<file path="config.mk">
export PLATFORM = sky130hd
export DESIGN_NAME = sisup_top
export DESIGN_NICKNAME = d
export VERILOG_FILES = /design/src/logic/sisup_top.v /design/src/logic/sisup_wdog.v
export VERILOG_INCLUDE_DIRS = /design/src /design/src/logic
export SDC_FILE = /design/constraint.sdc
export NUM_CORES = 1
export LEC_CHECK = 0
export BUFFER_PORTS_ARGS = -buffer_cell sky130_fd_sc_hd__buf_4
export CORE_MARGIN = 4
export CORE_UTILIZATION = 41
export CTS_CLUSTER_SIZE = 20
export DETAILED_ROUTE_END_ITERATION = 8
export PLACE_DENSITY = 0.72
export SLEW_MARGIN = 10
export SYNTH_ARGS = -nofsm -noshare
export SYNTH_HDL_FRONTEND = slang
export SYNTH_SLANG_ARGS = --single-unit
</file>
<file path="constraint.sdc">
create_clock -name clk_i -period 5.4 [get_ports clk_i]
set_clock_uncertainty 0.15 [all_clocks]
set_input_delay 0.27 -clock clk_i [delete_from_list [all_inputs] [get_ports clk_i]]
set_output_delay 0.27 -clock clk_i [all_outputs]
set_load 0.1 [all_outputs]
</file>
<file path="src/logic/sisup_defs.vh">
// Constants for the supply and internal supervisor.
`ifndef SISUP_DEFS_VH
`define SISUP_DEFS_VH
`define SISUP_ADR_CFG 4'h0
`define SISUP_ADR_STAT 4'h1
`define SISUP_ADR_LIVE 4'h2
`define SISUP_ADR_MASK 4'h3
`define SISUP_ADR_PAR 4'h4
`define SISUP_CFG_RST 8'h00
`define SISUP_MASK_RST 8'h00
`define SISUP_CFG_NEGHI_BIT 0
`define SISUP_CFG_SECEN_BIT 1
`define SISUP_ST_RSTSEEN 0
`define SISUP_ST_SECLO 1
`define SISUP_ST_SECHI 2
`define SISUP_ST_NEGLO 3
`define SISUP_ST_NEGHI 4
`define SISUP_ST_PLINK 5
`define SISUP_ST_SLINK 6
`define SISUP_ST_PARITY 7
`define SISUP_LS_PERIOD_NS 20000
`define SISUP_LS_WIN_MIN_NS 10000
`define SISUP_LS_WIN_MAX_NS 40000
`define SISUP_CLK_NS 40
`endif

</file>
<file path="src/logic/sisup_top.v">
// Supply and internal supervisor with a Wishbone register file.
`timescale 1ns/1ps
`include "sisup_defs.vh"
module sisup_top #(
   parameter LS_PERIOD = (`SISUP_LS_PERIOD_NS / `SISUP_CLK_NS),
   parameter LS_WIN_MIN = ((`SISUP_LS_WIN_MIN_NS + `SISUP_CLK_NS - 1) / `SISUP_CLK_NS),
   parameter LS_WIN_MAX = (`SISUP_LS_WIN_MAX_NS / `SISUP_CLK_NS)
) (
   input wire clk_i,
   input wire rst_i,
   input wire cyc_i,
   input wire stb_i,
   input wire we_i,
   input wire [3:0] adr_i,
   input wire [3:0] sel_i,
   input wire [31:0] dat_i,
   output reg [31:0] dat_o,
   output reg ack_o,
   output wire irq_o,
   input wire pri_supply_low_i,
   input wire sec_supply_low_i,
   input wire sec_supply_high_i,
   input wire neg_supply_low_i,
   input wire neg_supply_high_i,
   input wire sec_below_reset_i,
   input wire primary_ref_pin_fail_i,
   input wire secondary_ref_pin_fail_i,
   input wire sec_par_inject_i,
   output wire reset_ready_out_n_o,
   output wire fault_b_out_n_o,
   output wire turn_off_req_o,
   output wire sec_reset_o,
   output wire link_alive_status_o
);
   // Every pin input passes two flip-flops before it is read.
   reg [8:0] sync1;
   reg [8:0] sync2;
   always @(posedge clk_i) begin
      if (rst_i) begin
         sync1 <= 9'h000;
         sync2 <= 9'h000;
      end else begin
         sync1 <= {sec_par_inject_i, secondary_ref_pin_fail_i, primary_ref_pin_fail_i,
                   sec_below_reset_i, neg_supply_high_i, neg_supply_low_i,
                   sec_supply_high_i, sec_supply_low_i, pri_supply_low_i};
         sync2 <= sync1;
      end
   end
   wire pri_low;
   wire sec_low;
   wire sec_high;
   wire neg_low;
   wire neg_high;
   wire sec_rst_lvl;
   wire pref_fail;
   wire sref_fail;
   wire spar_inj;
   assign pri_low = sync2[0];
   assign sec_low = sync2[1];
   assign sec_high = sync2[2];
   assign neg_low = sync2[3];
   assign neg_high = sync2[4];
   assign sec_rst_lvl = sync2[5];
   assign pref_fail = sync2[6];
   assign sref_fail = sync2[7];
   assign spar_inj = sync2[8];

   // Parity over the eight configuration bits; stored with the register.
   function par8;
      input [7:0] v;
      begin
         par8 = ^v;
      end
   endfunction

   reg [7:0] cfg;
   reg cfg_par;
   reg [7:0] mask;
   reg mask_par;
   reg [7:0] status;
   reg pri_low_q;
   reg neg_high_q;
   reg [3:0] sec_q;
   wire neg_high_en;
   wire sec_enable;
   wire pri_par_fail;
   wire sec_par_fail;
   wire pri_hold;
   wire sec_hold;
   wire p_err2;
   wire s_err2;
   wire p_ls;
   wire s_ls;
   wire p_alive;
   wire s_alive;
   wire wr;
   wire rd;
   wire [7:0] ev;
   wire sec_fault;
   assign neg_high_en = cfg[`SISUP_CFG_NEGHI_BIT];
   assign sec_enable = cfg[`SISUP_CFG_SECEN_BIT];
   // Checked every cycle, so a flipped bit is caught without any access.
   assign pri_par_fail = (par8(cfg) != cfg_par) || (par8(mask) != mask_par);
   // The secondary copy is modelled by the inject pin.
   assign sec_par_fail = spar_inj;
   assign pri_hold = pri_low | pref_fail | pri_par_fail;
   assign sec_hold = sec_rst_lvl | sref_fail | sec_par_fail;
   assign sec_reset_o = sec_hold;

   sisup_wdog #(
      .PERIOD(LS_PERIOD),
      .WIN_MIN(LS_WIN_MIN),
      .WIN_MAX(LS_WIN_MAX)
   ) u_pri_wdog (
      .clk_i(clk_i),
      .rst_i(rst_i),
      .hold_i(pri_hold),
      .ls_in_i(s_ls),
      .ls_out_o(p_ls),
      .err2_o(p_err2),
      .alive_o(p_alive)
   );

   sisup_wdog #(
      .PERIOD(LS_PERIOD),
      .WIN_MIN(LS_WIN_MIN),
      .WIN_MAX(LS_WIN_MAX)
   ) u_sec_wdog (
      .clk_i(clk_i),
      .rst_i(rst_i),
      .hold_i(sec_hold),
      .ls_in_i(p_ls),
      .ls_out_o(s_ls),
      .err2_o(s_err2),
      .alive_o(s_alive)
   );

   assign link_alive_status_o = p_alive;

   // Events: rising edges of supply faults, link-error pulses, the parity failure level, plus recovery for the primary.
   assign ev[`SISUP_ST_RSTSEEN] = pri_low_q & ~pri_low;
   assign ev[`SISUP_ST_SECLO] = sec_low & ~sec_q[0];
   assign ev[`SISUP_ST_SECHI] = sec_high & ~sec_q[1];
   assign ev[`SISUP_ST_NEGLO] = neg_low & ~sec_q[2];
   assign ev[`SISUP_ST_NEGHI] = neg_high & ~neg_high_q;
   assign ev[`SISUP_ST_PLINK] = p_err2;
   assign ev[`SISUP_ST_SLINK] = s_err2;
   assign ev[`SISUP_ST_PARITY] = pri_par_fail | sec_par_fail;

   // Faults last only while the condition holds, so recovery re-enables.
   assign sec_fault = sec_low | sec_high | neg_low | (neg_high & neg_high_en);
   // Regular emergency turn-off request.
   assign turn_off_req_o = pri_low | sec_fault | sref_fail | sec_par_fail |
                           pri_par_fail | ~sec_enable;
   assign reset_ready_out_n_o = ~pri_hold;
   // The negative overvoltage only reaches fault-B when the reaction is on.
   assign fault_b_out_n_o = ~(sec_fault | pri_par_fail | p_err2 | s_err2 |
                              (|status[`SISUP_ST_SLINK:`SISUP_ST_PLINK]));

   assign wr = cyc_i & stb_i & we_i & ~ack_o;
   assign rd = cyc_i & stb_i & ~we_i & ~ack_o;
   assign irq_o = |(status & mask);

   always @(posedge clk_i) begin
      if (rst_i) begin
         cfg <= `SISUP_CFG_RST;
         cfg_par <= 1'b0;
         mask <= `SISUP_MASK_RST;
         mask_par <= 1'b0;
         status <= 8'h00;
         pri_low_q <= 1'b0;
         neg_high_q <= 1'b0;
         sec_q <= 4'h0;
         ack_o <= 1'b0;
         dat_o <= 32'h00000000;
      end else begin
         pri_low_q <= pri_low;
         neg_high_q <= neg_high;
         sec_q <= {1'b0, neg_low, sec_high, sec_low};
         ack_o <= cyc_i & stb_i & ~ack_o;
         // A read clears status, but an event in the same cycle survives.
         if (rd && adr_i == `SISUP_ADR_STAT) begin
            status <= ev;
         end else begin
            status <= status | ev;
         end
         if (wr && sel_i[0] && adr_i == `SISUP_ADR_CFG) begin
            cfg <= dat_i[7:0];
            cfg_par <= par8(dat_i[7:0]);
         end
         if (wr && sel_i[0] && adr_i == `SISUP_ADR_MASK) begin
            mask <= dat_i[7:0];
            mask_par <= par8(dat_i[7:0]);
         end
         if (rd) begin
            case (adr_i)
               `SISUP_ADR_CFG: dat_o <= {24'h000000, cfg};
               `SISUP_ADR_STAT: dat_o <= {24'h000000, status};
               `SISUP_ADR_LIVE: dat_o <= {27'h0, p_alive, neg_high, neg_low,
                                          sec_high, sec_low};
               `SISUP_ADR_MASK: dat_o <= {24'h000000, mask};
               `SISUP_ADR_PAR: dat_o <= {30'h0, mask_par, cfg_par};
               default: dat_o <= 32'h00000000;
            endcase
         end
      end
   end
endmodule // sisup_top

</file>
<file path="src/logic/sisup_wdog.v">
// Lifesign sender and window checker for one die.
`timescale 1ns/1ps
module sisup_wdog #(
   parameter PERIOD = 500,
   parameter WIN_MIN = 250,
   parameter WIN_MAX = 1000
) (
   input wire clk_i,
   input wire rst_i,
   input wire hold_i,
   input wire ls_in_i,
   output reg ls_out_o,
   output reg err2_o,
   output reg alive_o
);
   reg [15:0] tx_cnt;
   reg [15:0] rx_cnt;
   reg [1:0] err_cnt;
   reg ls_in_q;
   wire ls_edge;
   wire rx_bad;
   assign ls_edge = ls_in_i & ~ls_in_q;
   // Early or missing lifesigns both count as an error.
   assign rx_bad = (ls_edge && rx_cnt < WIN_MIN) || (rx_cnt >= WIN_MAX);
   always @(posedge clk_i) begin
      if (rst_i || hold_i) begin
         tx_cnt <= 16'h0000;
         rx_cnt <= 16'h0000;
         err_cnt <= 2'h0;
         ls_in_q <= 1'b0;
         ls_out_o <= 1'b0;
         err2_o <= 1'b0;
         alive_o <= 1'b0;
      end else begin
         ls_in_q <= ls_in_i;
         ls_out_o <= 1'b0;
         err2_o <= 1'b0;
         if (tx_cnt == PERIOD - 1) begin
            tx_cnt <= 16'h0000;
            ls_out_o <= 1'b1;
         end else begin
            tx_cnt <= tx_cnt + 16'h0001;
         end
         if (ls_edge || rx_bad) begin
            rx_cnt <= 16'h0000;
         end else begin
            rx_cnt <= rx_cnt + 16'h0001;
         end
         if (rx_bad) begin
            alive_o <= 1'b0;
            if (err_cnt == 2'h1) begin
               err2_o <= 1'b1;
               err_cnt <= 2'h0;
            end else begin
               err_cnt <= 2'h1;
            end
         end else if (ls_edge) begin
            err_cnt <= 2'h0;
            alive_o <= 1'b1;
         end
      end
   end
endmodule // sisup_wdog

</file>
Word level (Yosys, flattened, before mapping)
Index checks and enable logic that the tools add are counted.
Word-level totals
  input bits: 54
  word-level logic and storage cells: 130
  output and inout bits: 39
  register bits: 157
Cells by class
  muxes and demuxes: 12
  add/subtract/negate cells: 4
  order comparisons: 4
  bitwise operators: 47
  reductions and logical operators: 28
  equality and inequality tests: 10
Operators with widths (count)
  16-bit by 1-bit adder with 16-bit output, second input constant: 4
  8-bit one-hot mux with 5 select lines: 1
  16-bit by 9-bit equality test with 1-bit output, second input constant: 2
  16-bit by 10-bit greater-or-equal comparator with 1-bit output, second input constant: 2
  16-bit by 8-bit < comparator with 1-bit output, second input constant: 2
  8-bit XOR reduction: 3
  1-bit bitwise OR: 17
  2-bit OR reduction: 8
  1-bit AND: 14
  1-bit NOT: 14
  8-bit AND: 1
  4-bit by 2-bit equality test with 1-bit output, second input constant: 2
  2-bit two-way mux: 4
  8-bit two-way mux: 1
  8-bit bitwise OR: 1
  8-bit OR reduction: 1
  1-bit logical OR: 7
  1-bit logical AND: 6
  1-bit two-way mux: 6
  2-bit by 1-bit equality test with 1-bit output, second input constant: 2
  4-bit by 1-bit equality test with 1-bit output, second input constant: 1
  4-bit by 3-bit equality test with 1-bit output, second input constant: 1
  4-bit zero test: 1
  2-bit nonzero test: 2
  1-bit != test: 2

Logic depth before layout (Yosys ltp)
Gate-level depths: netlist of run 1.
  word-level depth: 8
  gate-level depth with buffers: 7
  gate-level depth less buffers: 6

Hierarchy
From an unflattened synthesis of run 1, not the netlist that was laid out.
Unflattened totals
  cell total of the unflattened synthesis: 584
  area total of the unflattened synthesis: 5560.3 µm²
By module, submodules not included
  sisup_wdog: times used 2, area each 1452.6 µm², cells an instance 157, sequential area each 740.7 µm²
  sisup_top: times used 1, area each 2655.0 µm², cells an instance 270, sequential area each 1161.1 µm²

Least setup slack after synthesis of run 1
Ideal clock, no wire load.
  kind: reg-to-output
  from: reg mask[2]
  to: out reset_ready_out_n_o
  data required time: 4.980 ns
  path slack: 1.548 ns
  stages on the path, launching flop included: 6
  buffers on the path: 0
  arrival time: 3.432 ns
  path through: dfxtp_1 xor2_1 xnor3_1 xnor2_2 nand2_2 nor3_1
On the way
  longest elaborated chain between the ends: 5
Ends and longest elaborated chain
  from (decl): line sisup_top.v:78  | reg [7:0] mask;
  from (signal assigned): line sisup_top.v:168  | mask <= `SISUP_MASK_RST;
  from (signal assigned): line sisup_top.v:192  | mask <= dat_i[7:0];
  8-bit XOR reduction: line sisup_top.v:72  | par8 = ^v;
  1-bit != test: line sisup_top.v:103  | assign pri_par_fail = (par8(cfg) != cfg_par) || (par8(mask) != mask_par);
  1-bit logical OR: line sisup_top.v:103
  1-bit bitwise OR: line sisup_top.v:106  | assign pri_hold = pri_low | pref_fail | pri_par_fail;
  1-bit NOT: line sisup_top.v:155  | assign reset_ready_out_n_o = ~pri_hold;
  to (decl): line sisup_top.v:29  | output wire reset_ready_out_n_o,
Every way passes these cells.

Worst setup path after layout of run 1
  from: reg cfg[1]
  to: out reset_ready_out_n_o
On the way
  longest elaborated chain between the ends: 5
Ends and longest elaborated chain
  from (decl): line sisup_top.v:76  | reg [7:0] cfg;
  from (signal assigned): line sisup_top.v:166  | cfg <= `SISUP_CFG_RST;
  from (signal assigned): line sisup_top.v:188  | cfg <= dat_i[7:0];
  8-bit XOR reduction: line sisup_top.v:72
  1-bit != test: line sisup_top.v:103
  1-bit logical OR: line sisup_top.v:103
  1-bit bitwise OR: line sisup_top.v:106
  1-bit NOT: line sisup_top.v:155
Every way passes these cells.

==> results of run 1 <==
==> through the flow <==
stage	power (mW)	instances
finish	2.33	831
global route	2.41	831
CTS	2.35	831
detailed placement	1.22	783
global placement	1.21	783
floorplan	1.19	613
==> logic make-up (layout without fill, tap and decap cells) <==
logic type | count (synthesis) | count (layout) | share of synthesized area
adders and majority gates | 4 | 4 | 0.00925
xor gates and xnor gates | 64 | 64 | 0.111
buffers and inverters | 53 | 99 | 0.0550
and+or+nand+nor | 255 | 255 | 0.237
muxes | 20 | 20 | 0.0446
DFF | 131 | 131 | 0.485
AOI/OAI and AO/OA | 50 | 50 | 0.0573
other | 1 | 36 | 0.000693
==> final cells by class <==
class / instances / area [µm²] / share of cell area
Timing Repair Buffer: 57 / 468 / 0.0713
Sequential cell: 131 / 2620 / 0.400
Inverter: 10 / 37.5 / 0.00572
Multi-Input combinational cell: 429 / 2620 / 0.400
Tap cell: 172 / 215 / 0.0328
Clock buffer: 20 / 467 / 0.0711
Clock inverter: 12 / 131 / 0.0200
==> routing by layer <==
| layer | track usage | vias to the layer above |
|---|---|---|
| met5 | 0 | - |
| met3 | 0.0465 | 15 |
| met1 | 0.183 | 1965 |
| met4 | 0.0511 | 0 |
| met2 | 0.254 | 109 |
| li1 | - | 2038 |
==> cell usage after synthesis, drive strengths merged (7+ instances only) <==
library cell / number
nor2b: 31
nor3: 15
dfxtp: 131
nor4: 7
mux2i: 14
clkbuf: 15
buf: 28
nand3: 29
o21ai: 8
nor2: 100
nand4: 13
xnor2: 39
and3: 11
nand2: 28
inv: 10
a21oi: 16
a22oi: 16
xor2: 23
==> worst max-delay path: cells and delay by family (launching register included) <==
| family | cells | cell delay [ps] |
|---|---|---|
| XOR/XNOR | 3 | 1030 |
| buffers and inverters | 1 | 360 |
| flip-flops | 1 | 390 |
| AND/OR/NAND/NOR | 2 | 460 |
==> registers in the layout, indices dropped and copies added, names as in the netlist, 3 cells and up <==
register / count
u_pri_wdog.tx_cnt: 16
dat_o: 8
u_pri_wdog.rx_cnt: 16
sync1: 9
u_sec_wdog.tx_cnt: 16
mask: 8
sec_q: 3
u_sec_wdog.rx_cnt: 16
status: 8
sync2: 9
cfg: 8
==> what timing repair did <==
item                      4_1_cts  5_1_grt
hold buffers                   16        0
hold endpoints to repair       18        0
resized for setup               0        0
setup buffers                   0        0
==> power groups by stage <==
stage	sequential [mW]	clock, mW	combinational (mW)
6_report	1.00	1.12	0.204
5_1_grt	1.00	1.19	0.218
4_1_cts	1.00	1.14	0.204
3_5_place_dp	1.02	0	0.193
3_3_place_gp	1.02	0	0.191
2_1_floorplan	1.02	0	0.171
==> worst min-delay path by stage <==
stage / slack (ps) / startpoint / to / cells past startpoint
global route: 30 / dat_i[1] / mask[1]$_SDFFE_PP0P_ / 3
global placement: 270 / sync1[1]$_SDFF_PP0_ / sync2[1]$_SDFF_PP0_ / 1
CTS: 2 / dat_i[1] / mask[1]$_SDFFE_PP0P_ / 3
finish: 20 / dat_i[1] / mask[1]$_SDFFE_PP0P_ / 3
detailed placement: 280 / sync1[2]$_SDFF_PP0_ / sync2[2]$_SDFF_PP0_ / 1
floorplan: 250 / pri_supply_low_i / sync1[0]$_SDFF_PP0_ / 1
==> out/summary.md, run 1 <==
Antenna violation net count after detailed routing: 0. The routed design uses 624 µm of met3 wire. In this run the horizontal extent of the chip is 123 µm.

Critical setup path kind: reg -> out. Timing would allow up to 326 MHz. The logs give 5810 µm² for the placed standard-cell area and 46 for the count of different cell masters after synthesis.

Post-placement setup slack: 2750 ps. In the routed layout, each cell is associated on average with a via count of 4.97. Final worst-path cycle share: 0.569. The max-slew violation count is 0. The total inserted antenna cells is 0.

The final layout contains routed wiring with a total length of 10800 µm. Clock tree synthesis selected as its root buffer the cell clkbuf_16. The most used flip-flop cell after synthesis was dfxtp_1. The cell count after synthesis is 578.

Yosys attributes the largest share of cell area to dfxtp_1 48%, nor2_1 6.8%, xnor2_1 6.0%, xor2_1 3.7%, nor2b_1 3.6%. The run gives 0.482 as the clock network fraction of total power. The aggregate global-route resource usage is 0.151, and the area fraction of the dominant cell type after synthesis is 0.485. In the final routing, the length of wire on met1 measures 4750 µm. STA puts the critical path data required time at 4980 ps.

During placement, the flow inserted port buffers numbering 41. The synthesized design contains 0 enable-type register cells. The first routing iteration left 318 violations. The congestion estimate from routability-driven global placement came to 0.852.

The number of cells on the worst reg-to-reg path is 5. Setup repair after global routing left no endpoint under its margin. The initial core utilization came out at 0.424. The die height was 123 µm. Data arrives at the worst endpoint at 2650 ps. Cell internal power was estimated by the tool at 1.76 mW.

The count of maximum capacitance violations was 0; the switching fraction of total power was 0.246. The floorplan step defined a die boundary enclosing 15100 µm². The logs give 2330 ps for the slack of the critical path and 2700 ps for the setup slack on the worst flop-to-flop path.

The tools report the number of global-route vias before repair as 3937. Following the worst setup path forward leads to its endpoint at reset_ready_out_n_o. Worst hold slack after final layout: 22.6 ps. TritonCTS built the clock tree.

Highest routing layer actually used: met4. For the top-level port count, the log shows 93. The async set-or-reset flop fraction in the synthesized netlist works out to 0. Filler cell count in the final layout: 1129. The fraction of layout instances using a drive strength above 1 is 0.141, and the clock transition time at the flip-flop clock pins of the worst setup and hold paths is 60 ps. The placeable core region was 12800 µm²; the leakage power total was 2.56 nW. For this run the aggregate overflow at the end of global routing stands at 0. After routing the design area is 6560 µm². The power density over the cells is 355 nW/µm². The DRC violations left came out at 0. Counting flops and latches in the post-synthesis netlist gives 131.

The worst relative slew slack is 0.340. Total negative slack: 0 ps. Compared with the post-synthesis result, the final layout area differs by 21.3%. For this design, the sink count on the clock tree is 131. For this run, the post-layout net count is 704. Actual transition at the worst max-transition pin: 981 ps.

The run finished with clean final reports. The logs give 63 for the largest net degree at the start of global routing and 4127 for the total number of vias. The logs give 5410 µm² for the area of the mapped netlist and 17 for the clock buffer count from CTS.

Shortest period the worst path allows: 3070 ps. Leaving out fill and tap cells, the most frequent cell in the layout is dfxtp_1. The number of levels the H-tree was split into came out at 4.

The tools report the maximum clock path buffer count as 2. The worst register-to-register path begins at ack_o$_SDFF_PP0_. On the critical path, the stage with the largest delay is an instance of xnor3_1. Worst voltage drop across the vdd grid: 0.231 mV. In this run the worst path has a maximum fanout of 5. In the layout the commonest cells are 131 x dfxtp_1, 98 x nor2_1, 41 x buf_4. The yosys synthesis warning count came out at 0. The cell accounting for the most synthesized area was dfxtp_1.

The average footprint of a synthesized cell is 9.36 µm², and the initial antenna violation count is 0. The total half-perimeter wirelength after legalization and detailed placement is 7600 µm. Fraction of power consumed by combinational cells: 0.087.

The worst setup path is captured at a primary output. The clock reaches the later pin of the worst-skew pair after 400 ps. The tightest min-delay check is of the in -> reg type.

The run gives 0.430 as the sequential share of power. Wire segments on met2 add up to 5250 µm in the final route. The first TritonRoute pass finished after 4 iterations. Setup violations remaining at the end of the flow were counted as 0.

The biggest cell delay along the critical path is 460 ps, and the share of the yosys chip area belonging to registers is 0.485. The first global-routing pass estimated 18400 µm of wire. After detailed routing, the average wire length per cell comes to 13.0 µm. The tools report the end of the worst register-to-register path as mask[0]$_SDFFE_PP0P_. Final design utilization: 0.514. In this run the core area contains 41 standard-cell rows. The critical path goes through xor2_1, xnor3_1, xnor2_2, nand2_2, nor3_1, buf_4. The most critical setup path has its startpoint at cfg[1]$_SDFFE_PP0P_.

The count of final hold-check violations was 0. The worst setup path is launched from a flip-flop. The analysis attributes to net switching a power of 573 µW.
Note: power is estimated with default switching activity, not from simulation.
==> inputs of run 2 (changes only) <==
- clock period: 5.4 -> 2.9 ns (I/O delays scaled with it)
==> out/summary.md, run 2 (synthesis gave the netlist of run 1 again) <==
The number of cells on the worst reg-to-reg path is 5, and the final worst-path cycle share is 0.959. Timing would allow up to 360 MHz. At the end of the flow, the number of nets in the layout was 710.

The violation count after the first detailed-route iteration is 316. The pre-antenna-repair detailed-routing pass consisted of 4 iterations. Setup violations remaining at the end of the flow were counted as 0. The fraction of power consumed by combinational cells was 0.092. During I/O placement, the number of pins put on the boundary was 93. The wire length per cell after detailed routing was 12.9 µm. Initial antenna violation count: 0. The antenna violation net count after detailed routing was 0; the shortest period the worst path allows was 2780 ps. Summing all placed instances gives a cell area of 5830 µm². For the worst-skew pair, the clock arrives at the later sink with an insertion delay of 400 ps. 0 antenna diodes ended up in the layout. The die height is 123 µm. The floorplan step defined a die boundary enclosing 15100 µm².

Aggregate global-route resource usage: 0.153. The sequential share of power came out at 0.439. For this design, the sink count on the clock tree is 131. The global-route wire length before repair is 18300 µm, and the number of global-route vias before repair is 3988. Sequential cell area: 2620 µm². The run gives 510 ps as the post-placement setup slack. Layer with the highest usage after global routing: met2. After routing, the total negative slack on setup checks comes to 0 ps. The region available for standard cell placement spans 12800 µm².

The final design utilization is 0.517, and the width of the chip is 123 µm. Post-CTS timing repair inserted 0 buffers for setup. Buffers placed on the I/O ports in this run total 41. The met3 global-route usage was 0.0558. The worst voltage drop across the vdd grid was 0.363 mV; the DRC violations left was 0. The worst min-delay path class was in -> reg. In the routed layout, each cell is associated on average with a via count of 4.87. Initial core utilization: 0.424. The finished cells cover 6610 µm². Setup repair after global routing left no endpoint under its margin. Data on the critical path is required at its endpoint by 2610 ps.

The run gives 10800 µm as the sum of routed wire length over all layers. The tools report the number of core rows as 41. Routing usage on met2: 0.257. In this run the number of H-tree levels came out at 4. The worst hold path stage count is 4, and the switching fraction of total power is 0.245. The run gives 0.819 as the final RePlAce weighted congestion.

The clock tree root buffer cell is clkbuf_16. In the layout the commonest cells are 131 x dfxtp_1, 98 x nor2_1, 42 x buf_4. The library cell used most frequently in the layout, excluding fill and tap cells, is dfxtp_1.

The worst relative slew slack is 0.553. The total number of vias was 4069; the clock network fraction of total power was 0.470. STA classifies the critical path endpoint as a primary output. The flow ran to the end, and the final reports show no timing, DRC or antenna violations. The clock passes through at most 2 buffers. Dividing total power by cell area gives a power density of 644 nW/µm².

The clock buffer count from CTS was 17. For the pin with the worst max-slew slack, the measured transition is 666 ps. Of all nets on the critical path, the largest fanout is 5.

After filler insertion, the fill cell instance count of the layout stands at 1109. The global-route track usage on met1 came out at 0.177. The count of maximum capacitance violations was 0.

After global routing the overflow that remains totals 0. The critical path launch point type is a flip-flop. Fraction of layout instances using a drive strength above 1: 0.142. The leakage power total came out at 2.59 nW.

For the total half-perimeter wirelength after legalization and detailed placement, the log shows 7540 µm. The tools report the slack of the critical path as 120 ps. The count of final hold-check violations is 0.

Clock-pin slew was measured on the worst setup and hold paths at 60 ps. For the largest net degree at the start of global routing, the log shows 63. The multi-input gate area in the final layout was 2650 µm²; the reported net switching power was 1.04 mW.

Area added between synthesis and finish: 22.2%. The critical path is of the reg -> out type. For the max-slew violation count, the log shows 0. TritonCTS built the clock tree.

For the internal power component, the log shows 3.21 mW. Data arrives at the worst endpoint at 2490 ps.
## run 2: cell count changes in the layout (fill, tap and decap cells not counted), sizes merged
cell | previous run | this run
clkinv | 6 | 8
clkinvlp | 4 | 2
buf | 41 | 43
dlygate4sd3 | 16 | 20
clkbuf | 20 | 19
## run 2: power groups by stage
stage	combinational, mW	sequential [mW]	clock, mW
after floorplan	0.318	1.90	0
after global placement	0.358	1.90	0
after detailed placement	0.363	1.90	0
after CTS	0.386	1.87	2.04
after global routing	0.413	1.87	2.13
final	0.389	1.87	2.00
## run 2: layer usage
| metal | wire length [µm] | part of all wire |
|---|---|---|
| met5 | 0 | 0 |
| met4 | 138 | 0.013 |
| met3 | 690 | 0.064 |
| met2 | 5340 | 0.49 |
| met1 | 4620 | 0.43 |
## run 2: layout make-up
type,instances,share of cell area
well taps,172,0.0326
clock inverters,12,0.0174
flip-flops and latches,131,0.397
clock buffers,19,0.0670
inverters,10,0.00568
multi-input cells,429,0.401
repair buffers,63,0.0797
## run 2: path summary, 6_finish.rpt
kind | start | endpoint | slack (ps)
max reg2reg | ack_o$_SDFF_PP0_ | status[7]$_SDFF_PP0_ | 700
max | mask[1]$_SDFFE_PP0P_ | reset_ready_out_n_o | 120
min | adr_i[2] | dat_o[0]$_SDFFE_PP0P_ | 60
min reg2reg | sync1[1]$_SDFF_PP0_ | sync2[1]$_SDFF_PP0_ | 280
## run 2: what timing repair did
item,4_1_cts,5_1_grt
endpoints found under the setup margin,0,2
hold endpoints to repair,28,0
hold buffers,20,0
resized for setup,0,3
## run 2: through the flow
stage | hold WS [ps] | total power, mW | std cells
CTS | 36.8 | 4.29 | 836
global route | 80.8 | 4.41 | 836
floorplan | 123 | 2.22 | 613
detailed placement | 209 | 2.27 | 785
global placement | 216 | 2.26 | 785
finish | 62.0 | 4.25 | 836
## run 2: critical path, cell delays in order, from the launching register on
cell	delay [ps]
dfxtp_1	400
xor2_1	170
xnor3_1	490
xnor2_4	300
nand2_2	150
nor3_2	220
buf_4	340
==> inputs of run 3 (changes only) <==
- CORE_MARGIN: 4 -> not set
==> out/summary.md, run 3 (synthesis gave the netlist of run 1 again) <==
The run finished with clean final reports. The run gives 0.529 as the final design utilization. The tools report the count of maximum capacitance violations as 0. The area of the die was 13700 µm²; the worst hold slack after final layout was 60.8 ps.

Slowest cell on the critical path: xnor3_1. The first global-routing pass estimated 18500 µm of wire. The worst setup path is captured at a primary output. Largest net degree at the start of global routing: 63. The final worst-path cycle share was 0.949; the DRC violations left was 0.

With fillers left out, the area of the finished cells amounts to 6730 µm². The shortest period the worst path allows came out at 2750 ps. Before CTS, the worst setup slack after placement is 479 ps. Once detail routing completed, the nets flagged for antenna violations numbered 0.

From synthesis to final layout, the design area changed by 24.3%. The setup check on the worst reg-to-reg path leaves a slack of 700 ps. The tree built by TritonCTS fans out to 131 sinks.

The number of port buffers was 41; the sum of routed wire length over all layers was 10800 µm. The slack of the critical path is 147 ps. The initial core utilization is 0.425. Setup total negative slack on the finished layout was measured at 0 ps. The maximum clock path buffer count is 2, and the clock latency at the later pin of the worst-skew pair is 410 ps.

The tools report the total number of vias as 4138. The tools report the highest clock frequency the design can meet as 363 MHz. The library cell used most frequently in the layout, excluding fill and tap cells, is dfxtp_1. The aggregate global-route resource usage was 0.174; the filler cell count in the final layout was 1095. For the sequential cell area, the log shows 2620 µm².

The critical path goes through xor2_1, xnor3_1, xnor2_4, and2_1, and4_1, buf_6. In the final layout, the multi-input gates occupy 2650 µm². STA classifies the critical path startpoint as a flip-flop.

In the layout the commonest cells are 131 x dfxtp_1, 98 x nor2_1, 42 x buf_4. The tree is rooted in a clkbuf_16. The first routing iteration left 232 violations. The number of cells on the worst reg-to-reg path is 5.

For the leakage power total, the log shows 2.63 nW. For the placeable core region, the log shows 12700 µm². The via count normalized by instance count works out to 4.94. The clock transition time at the flip-flop clock pins of the worst setup and hold paths came out at 60 ps. The wire length per cell after detailed routing is 12.9 µm, and the worst relative slew slack is 0.557. The final number of setup-violating endpoints was 0; the clock buffer count from CTS was 17. Initial antenna violation count: 0. In this run the worst path has a maximum fanout of 5. The power density over the cells was 693 nW/µm²; the total congestion overflow after global routing was 0. The run gives 93 as the top-level port count. The number of global-route vias before repair is 4018, and the number of nets in the layout is 710. The actual transition at the worst max-transition pin is 659 ps, and the number of optimization iterations in the first detailed-route pass is 4.

The worst-case IR drop observed on VDD is 0.607 mV. STA puts the critical path data required time at 2610 ps. The placed standard-cell area came out at 5830 µm².

The worst hold path stage count was 4; the count of final hold-check violations was 0. The max-slew violation count was 0; the total power after layout was 4.66 mW. Once placement completed, the tool counted placed cells totaling 785. The fraction of layout instances using a drive strength above 1 works out to 0.143. Setup repair after global routing left no endpoint under its margin. In this run the vertical extent of the chip is 117 µm. 0 antenna diodes ended up in the layout. TritonCTS built the clock tree.

At the worst endpoint, the arrival time is 2460 ps. Worst min-delay path class: in -> reg. The logs give 837 for the number of cells in the finished layout apart from fillers and 0.889 for the final RePlAce weighted congestion. The biggest cell delay along the critical path was 490 ps. For the number of core rows, the log shows 41.

The critical path is of the reg -> out type. The logs give 7370 µm for the total half-perimeter wirelength after legalization and detailed placement and 4 for the number of levels the H-tree was split into. The die is 117 µm wide.
-- run 3: cell types whose count changed in the layout (fill, tap and decap cells not counted) --
cell | before | now
clkinv_2 | 8 | 2
bufinv_16 | 2 | 6
clkinv_4 | 0 | 1
clkinvlp_4 | 2 | 3
inv_6 | 0 | 1
-- run 3: layer usage --
layer / track usage / vias up / part of all wire
met4: 0.0591 / 0 / 0.018
li1: - / 2057 / -
met3: 0.0530 / 20 / 0.055
met5: 0 / - / 0
met1: 0.199 / 1940 / 0.44
met2: 0.308 / 121 / 0.49
-- run 3: worst paths after layout --
kind                                         endpoint            startpoint
worst min-delay path            dat_o[0]$_SDFFE_PP0P_              adr_i[2]
worst max-delay path                  fault_b_out_n_o  mask[2]$_SDFFE_PP0P_
worst min register to register    sync2[2]$_SDFF_PP0_   sync1[2]$_SDFF_PP0_
worst max register to register   status[7]$_SDFF_PP0_      ack_o$_SDFF_PP0_
-- run 3: power breakdown --
group          internal (mW)  total, mW  switching [mW]
Sequential              1.84       1.87          0.0255
Clock                   1.63       2.40           0.768
Combinational          0.105      0.389           0.284
-- run 3: cell type report --
class / count / share of cell area
clock inverter: 13 / 0.0342
clock buffer: 19 / 0.0659
inverter: 10 / 0.00558
timing repair buffer: 63 / 0.0783
sequential: 131 / 0.390
tap: 172 / 0.0320
multi-input combinational: 429 / 0.394
-- run 3: critical path, delay by kind of cell (launching register included) --
| family | cells | cell delay, ps |
|---|---|---|
| AND/OR/NAND/NOR | 2 | 450 |
| XOR/XNOR | 3 | 950 |
| flip-flops | 1 | 390 |
| buffers and inverters | 1 | 250 |
-- run 3: repair_timing --
item | in CTS | in global routing
resized for setup | 0 | 3
hold buffers | 20 | 0
buffers inserted | 0 | 0
setup endpoints to repair | 0 | 2
endpoints found under the hold margin | 28 | 0
